$ cat config.mk
export PLATFORM = sky130hd
export DESIGN_NAME = amt_axis_timer
export DESIGN_NICKNAME = d
export VERILOG_FILES = /design/src/design/amt_axis_timer.v /design/src/design/amt_prescaler.v /design/src/design/amt_cmd_decode.v
export VERILOG_INCLUDE_DIRS = /design/src /design/src/design
export SDC_FILE = /design/constraint.sdc
export NUM_CORES = 1
export LEC_CHECK = 0
export BUFFER_PORTS_ARGS = -buffer_cell sky130_fd_sc_hd__buf_2
export CORE_UTILIZATION = 25
export DETAILED_ROUTE_END_ITERATION = 8
export PLACE_DENSITY = 0.51
export SYNTH_ARGS = -nofsm -noshare
export SYNTH_HDL_FRONTEND = slang
export SYNTH_SLANG_ARGS = --single-unit
$ cat constraint.sdc
create_clock -name sys_clk -period 7.35 [get_ports sys_clk]
set_input_delay 2.205 -clock sys_clk [delete_from_list [all_inputs] [get_ports sys_clk]]
set_output_delay 2.205 -clock sys_clk [all_outputs]
set_load 0.1 [all_outputs]
$ cat src/design/amt_timer_regs.vh
`ifndef AMT_TIMER_REGS_VH
`define AMT_TIMER_REGS_VH

// ----------------------------------------
// Command codes
// ----------------------------------------
`define AMT_CMD_SET_LIMIT 8'h16
`define AMT_CMD_READ_COUNT 8'h38
`define AMT_CMD_START 8'h73
`define AMT_CMD_STOP 8'h74

// ----------------------------------------
// Field positions
// ----------------------------------------
`define AMT_MODE_REPEAT_BIT 14
`define AMT_IEN_TIMER_BIT 9
`define AMT_STAT_RUN_BIT 10

// ----------------------------------------
// Timing
// ----------------------------------------
`define AMT_CLK_MHZ 16
`define AMT_TICK_NS 1000
`define AMT_CLK_PERIOD_NS 4
`define AMT_TICK_CYCLES (`AMT_TICK_NS / `AMT_CLK_PERIOD_NS)
`define AMT_PRESCALE_W 8

// ----------------------------------------
// Reset values
// ----------------------------------------
`define AMT_COUNT_RST 31'h00000000
`define AMT_LIMIT_RST 31'h7FFFFFFF

`endif

$ cat src/design/amt_axis_timer.v
`timescale 1ns/1ps
`include "amt_timer_regs.vh"

module amt_axis_timer (
  // Clock and reset
  input wire sys_clk,
  input wire rstn,
  // Host register writes
  input wire cmd_wr,
  input wire [7:0] command_register,
  input wire [15:0] data_low_register,
  input wire [15:0] data_high_register,
  input wire [15:0] mode_register,
  input wire [15:0] interrupt_enable_register,
  // Synchronous-action requests
  input wire sync_start,
  input wire sync_stop,
  input wire sync_save,
  // Readback
  output reg [15:0] read_data_low_q,
  output reg [15:0] read_data_high_q,
  output reg read_valid_q,
  output reg [15:0] axis_status_register_q,
  // Saved count for the compare register
  output reg [30:0] save_value_q,
  output reg save_valid_q,
  // Events
  output reg expiry_event_q,
  output reg timer_irq_q
);

  // ----------------------------------------
  // Command strobes and tick
  // ----------------------------------------
  wire set_limit;
  wire read_count;
  wire cmd_start;
  wire cmd_stop;
  wire tick;
  reg run_q;
  reg [30:0] current_count_value_q;
  reg [30:0] limit_q;
  reg [30:0] data_q;
  wire start_req;
  wire stop_req;
  wire expire;
  wire repeat_mode;

  amt_cmd_decode u_dec (
    .sys_clk(sys_clk),
    .rstn(rstn),
    .cmd_wr(cmd_wr),
    .command_register(command_register),
    .set_limit_q(set_limit),
    .read_count_q(read_count),
    .start_q(cmd_start),
    .stop_q(cmd_stop)
  );

  // ----------------------------------------
  // Start and stop requests
  // ----------------------------------------
  // Host commands and synchronous actions share one path,
  // so both obey the same stop-over-start priority below
  assign start_req = cmd_start | sync_start;
  assign stop_req = cmd_stop | sync_stop;

  // ----------------------------------------
  // Microsecond tick
  // ----------------------------------------
  // Start restarts the divider so each microsecond is full length;
  // the price is that a start while running drops the partial microsecond
  amt_prescaler u_pre (
    .sys_clk(sys_clk),
    .rstn(rstn),
    .run(run_q),
    .restart(start_req),
    .tick_q(tick)
  );

  // ----------------------------------------
  // Mode and expiry detect
  // ----------------------------------------
  wire [30:0] count_plus_one;
  wire limit_hit;

  // Mode is a level, read afresh at every expiry
  assign repeat_mode = mode_register[`AMT_MODE_REPEAT_BIT];
  // Shared by the limit compare and the increment
  assign count_plus_one = current_count_value_q + 31'h00000001;
  // Equality, not greater-or-equal: a limit lowered below the count runs on to wrap
  assign limit_hit = (count_plus_one == limit_q);
  // Judged on the tick that would bring the count to the limit,
  // so the count shows zero afterwards and never the limit itself
  assign expire = run_q && tick && limit_hit;

  // ----------------------------------------
  // Limit register
  // ----------------------------------------
  reg [30:0] data_d;
  reg [30:0] limit_d;

  // Data is sampled at the write so the strobe delay cannot pick up newer data
  always @* begin
    data_d = data_q;
    if (cmd_wr) begin
      data_d = {data_high_register[14:0], data_low_register};
    end
  end

  always @(posedge sys_clk) begin
    if (!rstn) begin
      data_q <= `AMT_LIMIT_RST;
    end else begin
      data_q <= data_d;
    end
  end

  // A new limit takes effect at once, even in mid-count
  always @* begin
    limit_d = limit_q;
    if (set_limit) begin
      limit_d = data_q;
    end
  end

  // Out of reset the limit is the largest legal value
  always @(posedge sys_clk) begin
    if (!rstn) begin
      limit_q <= `AMT_LIMIT_RST;
    end else begin
      limit_q <= limit_d;
    end
  end

  // ----------------------------------------
  // Counter and run state
  // ----------------------------------------
  reg run_d;
  reg [30:0] count_d;

  // Stop wins over a coincident start, and both win over expiry,
  // so a stop landing on the expiry tick still clears the count;
  // a limit of zero only matches once the count wraps
  always @* begin
    run_d = run_q;
    count_d = current_count_value_q;
    if (stop_req) begin
      run_d = 1'b0;
      count_d = `AMT_COUNT_RST;
    end else if (start_req) begin
      run_d = 1'b1;
      count_d = `AMT_COUNT_RST;
    end else if (expire) begin
      count_d = `AMT_COUNT_RST;
      if (repeat_mode) begin
        run_d = 1'b1;
      end else begin
        run_d = 1'b0;
      end
    end else if (run_q && tick) begin
      count_d = count_plus_one;
    end
  end

  always @(posedge sys_clk) begin
    if (!rstn) begin
      run_q <= 1'b0;
      current_count_value_q <= `AMT_COUNT_RST;
    end else begin
      run_q <= run_d;
      current_count_value_q <= count_d;
    end
  end

  // ----------------------------------------
  // Expiry event
  // ----------------------------------------
  // Trigger for the synchronous-action engine, one cycle per expiry;
  // the count is already zero when this pulse shows
  always @(posedge sys_clk) begin
    if (!rstn) begin
      expiry_event_q <= 1'b0;
    end else begin
      expiry_event_q <= expire;
    end
  end

  // ----------------------------------------
  // Interrupt
  // ----------------------------------------
  wire irq_enable;

  assign irq_enable = interrupt_enable_register[`AMT_IEN_TIMER_BIT];

  // Pulse only; latching and clearing belong to the interrupt aggregator.
  // The enable is a level read at the expiry itself
  always @(posedge sys_clk) begin
    if (!rstn) begin
      timer_irq_q <= 1'b0;
    end else begin
      timer_irq_q <= expire && irq_enable;
    end
  end

  // ----------------------------------------
  // Status word
  // ----------------------------------------
  wire [15:0] status_d;
  genvar sb;

  // Only the running bit is owned here; the other bits read zero
  generate
    for (sb = 0; sb < 16; sb = sb + 1) begin : g_status
      if (sb == `AMT_STAT_RUN_BIT) begin : g_run
        assign status_d[sb] = run_q;
      end else begin : g_zero
        assign status_d[sb] = 1'b0;
      end
    end
  endgenerate

  // Registered, so the bit follows the run state one cycle later
  always @(posedge sys_clk) begin
    if (!rstn) begin
      axis_status_register_q <= 16'h0000;
    end else begin
      axis_status_register_q <= status_d;
    end
  end

  // ----------------------------------------
  // Count readback
  // ----------------------------------------
  reg [15:0] read_low_d;
  reg [15:0] read_high_d;

  // Both halves come from one edge, so a count that ticks between the
  // host's two fetches cannot tear the value
  always @* begin
    read_low_d = read_data_low_q;
    read_high_d = read_data_high_q;
    if (read_count) begin
      read_low_d = current_count_value_q[15:0];
      read_high_d = {1'b0, current_count_value_q[30:16]};
    end
  end

  // Valid marks the one cycle in which a fresh value first stands
  always @(posedge sys_clk) begin
    if (!rstn) begin
      read_data_low_q <= 16'h0000;
      read_data_high_q <= 16'h0000;
      read_valid_q <= 1'b0;
    end else begin
      read_data_low_q <= read_low_d;
      read_data_high_q <= read_high_d;
      read_valid_q <= read_count;
    end
  end

  // ----------------------------------------
  // Saved count
  // ----------------------------------------
  reg [30:0] save_d;

  // The compare register itself lives outside; this only hands the value over
  always @* begin
    save_d = save_value_q;
    if (sync_save) begin
      save_d = current_count_value_q;
    end
  end

  // The value holds until the next save request
  always @(posedge sys_clk) begin
    if (!rstn) begin
      save_value_q <= `AMT_COUNT_RST;
      save_valid_q <= 1'b0;
    end else begin
      save_value_q <= save_d;
      save_valid_q <= sync_save;
    end
  end

endmodule

$ cat src/design/amt_prescaler.v
`timescale 1ns/1ps
`include "amt_timer_regs.vh"

// Emits a one-cycle tick every microsecond while enabled
module amt_prescaler (
  // Clock and reset
  input wire sys_clk,
  input wire rstn,
  // Control
  input wire run,
  input wire restart,
  // Tick
  output reg tick_q
);

  reg [`AMT_PRESCALE_W-1:0] cnt_q;

  // ----------------------------------------
  // Divider
  // ----------------------------------------
  // Restart realigns phase so the first microsecond is whole
  always @(posedge sys_clk) begin
    if (!rstn || !run || restart) begin
      cnt_q <= 8'h00;
      tick_q <= 1'b0;
    end else if (cnt_q == `AMT_TICK_CYCLES - 1) begin
      cnt_q <= 8'h00;
      tick_q <= 1'b1;
    end else begin
      cnt_q <= cnt_q + 8'h01;
      tick_q <= 1'b0;
    end
  end

endmodule

$ cat src/design/amt_cmd_decode.v
`timescale 1ns/1ps
`include "amt_timer_regs.vh"

// Turns a command-register write into one-cycle strobes
module amt_cmd_decode (
  // Clock and reset
  input wire sys_clk,
  input wire rstn,
  // Command write
  input wire cmd_wr,
  input wire [7:0] command_register,
  // Strobes
  output reg set_limit_q,
  output reg read_count_q,
  output reg start_q,
  output reg stop_q
);

  // ----------------------------------------
  // Decode
  // ----------------------------------------
  always @(posedge sys_clk) begin
    if (!rstn) begin
      set_limit_q <= 1'b0;
      read_count_q <= 1'b0;
      start_q <= 1'b0;
      stop_q <= 1'b0;
    end else begin
      set_limit_q <= cmd_wr && (command_register == `AMT_CMD_SET_LIMIT);
      read_count_q <= cmd_wr && (command_register == `AMT_CMD_READ_COUNT);
      start_q <= cmd_wr && (command_register == `AMT_CMD_START);
      stop_q <= cmd_wr && (command_register == `AMT_CMD_STOP);
    end
  end

endmodule

# Word level (Yosys, flattened, before mapping)
# Cells that the tools add are included.
# Widths: inputs -> output; s select.
dict set report totals {
  latch_bits 0
  elab_cells 49
  input_bits 78
  ramBits 0
  memories 0
  out_inout_bits 83
  regBits 189
  romBits 0
}
dict set report classes {
  n_shift 0
  n_reduce_logical 15
  magnitude_cmp 0
  bitwise_logic 3
  mul 0
  addsub 2
  mux 4
  div_mod_pow 0
  eq_ne 6
}
# cell n
set ops {}
lappend ops {{$add 31x1->31 const B} 1}
lappend ops {{$eq 31x31->1} 1}
lappend ops {{$eq 8x7->1 const B} 2}
lappend ops {{$add 8x1->8 const B} 1}
lappend ops {{$eq 8x5->1 const B} 1}
lappend ops {{$eq 8x6->1 const B} 1}
lappend ops {{$eq 8x8->1 const B} 1}
lappend ops {{$logic_and 1x1->1} 7}
lappend ops {{$mux 1} 4}
lappend ops {{$reduce_or 2->1} 2}
lappend ops {{$reduce_or 4->1} 1}
lappend ops {{$logic_not 1->1} 2}
lappend ops {{$logic_or 1x1->1} 2}
lappend ops {{$or 1x1->1} 2}
lappend ops {{$reduce_bool 2->1} 1}
lappend ops {{$not 1->1} 1}

# Depth between registers and ports, before layout
dict set report logic_depth {
  word_depth 5
  depth_mapped 11
  depth_no_buf 9
}

# Hierarchy
# A second synthesis with hierarchy kept.
dict set report unflattened {
  hier_cells 844
  hier_area_um2 8246.7
}
# module seq_area_each_um2 area_per_inst_um2 n_inst cells_per_inst
set modules_own_cells {}
lappend modules_own_cells {amt_axis_timer 3223.1 7643.6 1 780}
lappend modules_own_cells {amt_prescaler 180.2 440.4 1 50}
lappend modules_own_cells {amt_cmd_decode 80.1 162.7 1 14}

# Worst setup path after synthesis
# OpenSTA, ideal clock, no wires.
dict set report synth_path {
  path_type {in2reg}
  startpoint {input port sync_save}
  endpoint {register save_value_q[10]}
  t_arrival_ns 3.145
  t_required_ns 7.230
  slack_ns 4.085
  cell_stages 4
  path_buffers 2
  cell_sequence {clkbuf_1 buf_1 mux2i_1 nor2b_1}
}
# item line
set synth_lines {}
lappend synth_lines {{start, declared} amt_axis_timer.v:18} ;# input wire sync_save,
lappend synth_lines {{end signal, assigned} amt_axis_timer.v:278} ;# save_value_q <= `AMT_COUNT_RST;
lappend synth_lines {{end signal, assigned} amt_axis_timer.v:281} ;# save_value_q <= save_d;
lappend synth_lines {{end, declared} amt_axis_timer.v:25} ;# output reg [30:0] save_value_q,

# Final worst setup path
dict set report layout_path {
  startpoint {register current_count_value_q[0]}
  endpoint {register timer_irq_q}
}
dict set report layout_between {
  elab_chain_len 4
}
# item line
set layout_lines {}
lappend layout_lines {{start, declared} amt_axis_timer.v:41} ;# reg [30:0] current_count_value_q;
lappend layout_lines {{start signal, assigned} amt_axis_timer.v:169} ;# current_count_value_q <= `AMT_COUNT_RST;
lappend layout_lines {{start signal, assigned} amt_axis_timer.v:172} ;# current_count_value_q <= count_d;
lappend layout_lines {{$add 31x1->31} amt_axis_timer.v:90} ;# assign count_plus_one = current_count_value_q + 31'h00000001;
lappend layout_lines {{$eq 31x31->1} amt_axis_timer.v:92} ;# assign limit_hit = (count_plus_one == limit_q);
lappend layout_lines {{$logic_and 1x1->1} amt_axis_timer.v:95} ;# assign expire = run_q && tick && limit_hit;
lappend layout_lines {{$logic_and 1x1->1} amt_axis_timer.v:202} ;# timer_irq_q <= expire && irq_enable;
lappend layout_lines {{end signal, assigned} amt_axis_timer.v:202}
lappend layout_lines {{end, declared} amt_axis_timer.v:29} ;# output reg timer_irq_q
# No other way between the ends.
# A chain may end at the register's enable or synchronous reset.

==> flow_metrics.py <==
metrics = {
    "outcome": {
        "status": "completed",
    },
    "logic_synthesis": {
        "ys_warn_count": 0,
        "post-synth-top-area-fraction_pct": 43.8,
        "ys_types": 57,
        "synth_fa_ha_area_share_pct": 0.472,
        "synth_area_leaders": "dfxtp_1 (44%), mux2i_1 (16%), nor2b_1 (5.0%), nand2_1 (4.3%), xnor2_1 (3.9%)",
        "avgSynthCellArea_sq_um": 9.59,
        "synthMuxAreaShare_pct": 15.7,
        "synth-async-reset-ratio_pct": 0,
        "synth-edff-count": 0,
        "syn_area_sq_mm": 0.00795,
        "synth_compound_area_share_pct": 3.73,
        "synth_top_family_by_area": "simple AND/OR/NAND/NOR gates",
        "synth_xor_area_share_pct": 7.71,
        "synth_ff_type": "dfxtp_1",
        "yosys.area.top_type": "dfxtp_1",
        "yosysSeqAreaShare_pct": 43.8,
        "syn_inst": 829,
        "synth-seq-cells": 174,
        "synthSimpleGateAreaFrac_pct": 22.4,
    },
    "global_routing": {
        "grt_first_pass_wirelength_um": 31600,
        "overflow": 0,
        "track_usage_pct": 12.6,
        "antenna_found_initial": 0,
        "grt_max_degree": 72,
        "grt_pass1_vias": 5332,
    },
    "power": {
        "power.total_mw": 1.98,
        "p_leak_nw": 3.43,
        "ir_worst_vdd_v": 0.000138,
        "powerDensity_mw_per_mm2": 215,
    },
    "layout": {
        "multi_input_area_sq_mm": 0.00404,
        "drive_above_1_share_pct": 18.3,
        "fillCellCount": 3297,
        "antenna_cells": 0,
        "syn_to_final_growth_pct": 15.9,
        "mostFrequentLayoutCell": "dfxtp_1",
        "final_nets": 976,
        "mostFrequentLayoutCells": "dfxtp_1 (172), mux2i_1 (125), buf_2 (112), nand2_1 (92), nor2b_1 (63)",
        "area.sequential_sq_mm": 0.00349,
    },
    "cts": {
        "clk_pin_slew_ns": 0.07,
        "cts-root-buf": "clkbuf_16",
        "clkSinkCount": 174,
        "numCtsBuffers": 17,
        "cts_tree": "done",
        "post_cts_buffers": 0,
        "clock_latency_ns": 0.42,
        "h-tree-depth": 4,
        "cts_resized": 0,
        "holdBufCountCts": 0,
        "clockBufferDepth": 2,
    },
    "worst_setup_path": {
        "critPathBufInv": 1,
        "slowest_stage": "nor3_1",
        "path_cells": "ha_1, nand3_1, nor3_1, nand3_1, xnor2_1, a2111oi_0, o2111ai_2, nor3_4, buf_4, and3_1",
        "start_kind": "flop",
        "cp_common_cell": "nand3_1",
        "worstPathMaxFanout": 22,
        "critical_path_required_ns": 7.71,
        "cp_slowest_stage_delay_ns": 0.65,
        "cpLargestDelayFamily": "simple AND/OR/NAND/NOR gates",
        "endpoint_kind": "flop",
        "critPathKind": "reg -> reg",
        "cp.arrival_ns": 4.69,
    },
    "floorplanning": {
        "io_pins": 161,
        "rows": 64,
        "fp.coreArea_sq_mm": 0.0309,
        "die_h_um": 180,
        "initial_core_util_pct": 25.7,
        "die_area_sq_mm": 0.0325,
        "die_w_um": 180,
    },
    "routing": {
        "viasPerCell": 4.44,
        "vias": 5782,
        "first_pass_iters": 4,
        "routed_wl_um": 20300,
        "wl_per_cell_um": 15.6,
        "drcViolationCount": 0,
        "initialDrtViolationCount": 336,
        "final_antenna_net_count": 0,
    },
    "timing": {
        "fmax_mhz": 231,
        "rsz0062_at_grt": "no",
        "final_hold_viol_count": 0,
        "fin_skew_ns": 0.0152,
        "setup_viol": 0,
        "maxSlewViolCount": 0,
        "timing.final.crit_share_pct": 59.0,
        "slew_headroom_pct": 28.6,
        "worstMarginPinSlew_ns": 1.07,
        "period_minus_slack_ns": 4.34,
        "setup_tns_ns": 0,
    },
    "place": {
        "dp_hpwl_um": 14300,
        "gp_congestion": 0.794,
        "portBuffers": 113,
    },
    "hold_path": {
        "hold_path_class": "reg -> reg",
    },
    "flow_run": {
        "cap_violations": 0,
    },
}
power breakdown:
part / internal, mW / total (mW) / switching, mW
Clock: 0.508 / 0.913 / 0.405
Combinational: 0.0308 / 0.105 / 0.0738
Sequential: 0.953 / 0.960 / 0.00681
cells in the mapped netlist, drive strengths merged (2+ instances only):
library cell    n
and2            8
and4            8
ha              3
dfxtp         174
nand3          18
nor4b           2
inv             4
o22ai           7
a31oi           8
clkbuf         33
mux2i         125
nor4           12
and3            5
nand4b          2
or3             6
a21oi           6
nor2b          63
nand2          92
a211oi          2
buf            52
nor2           33
nor3b           3
and4b           2
xor2           35
o21ai          10
nor3           47
nand2b          6
nor4bb          2
nand4          13
o311a           2
xnor2          35
area by class of cell:
class	count	share of cell area, %
Tap cell	396	5.38
Clock inverter	13	1.68
Inverter	4	0.163
Timing Repair Buffer	117	6.49
Multi-Input combinational cell	581	43.8
Clock buffer	18	4.66
Sequential cell	174	37.8
sequential cells by signal, indices dropped and copies added, names as in the netlist, 8 cells and up:
| register | flops |
|---|---|
| current_count_value_q | 31 |
| data_q | 31 |
| limit_q | 31 |
| read_data_high_q | 15 |
| read_data_low_q | 16 |
| save_value_q | 31 |
| u_pre.cnt_q | 8 |
worst reg2reg max path, cell delays in order, from the launching register on:
cell and delay [ns]:
dfxtp_1 0.59, ha_1 0.38, nand3_1 0.47, nor3_1 0.66
nand3_1 0.17, xnor2_1 0.16, a2111oi_0 0.50, o2111ai_2 0.27
nor3_4 0.50, buf_4 0.38, and3_1 0.22
routing by layer:
metal  track usage (%)  up-vias  part of all wire, %
li1                  -     2941                    -
met1              17.2     2699                   50
met2              20.1      132                   46
met3              2.49       10                  3.4
met4              3.42        0                 0.92
met5                 0        -                    0
cells by family (layout without fill, tap and decap cells):
group / after synthesis / after routing
flip-flops: 174 / 174
multiplexers: 125 / 125
AO/OA/AOI/OAI: 44 / 44
adder cells (fa/ha/maj): 3 / 3
AND/OR/NAND/NOR: 323 / 323
buffers and inverters: 89 / 152
XOR/XNOR: 70 / 70
other: 1 / 16
final timing paths:
check / from / endpoint / slack [ns] / depth (start not counted)
max: current_count_value_q[0]$_SDFFE_PP0P_ / timer_irq_q$_SDFF_PN0_ / 3.01 / 10
min: data_q[10]$_SDFFE_PN1P_ / data_q[10]$_SDFFE_PN1P_ / 0.47 / 2
max reg2reg: current_count_value_q[0]$_SDFFE_PP0P_ / timer_irq_q$_SDFF_PN0_ / 3.01 / 10
min reg2reg: data_q[10]$_SDFFE_PN1P_ / data_q[10]$_SDFFE_PN1P_ / 0.47 / 2
per-stage QoR:
step	hold WS [ns]	setup WS [ns]	area (sq um)	std cells	utilization (%)
floorplan	0.441	4.09	8010	844	-
global placement	0.458	3.02	8630	1272	27.9
detailed placement	0.463	2.99	8630	1272	27.9
CTS	0.479	2.99	9220	1303	29.8
global route	0.489	2.65	9220	1303	29.8
finish	0.475	3.01	9220	1303	29.8
Note: power is estimated with default switching activity, not from simulation.
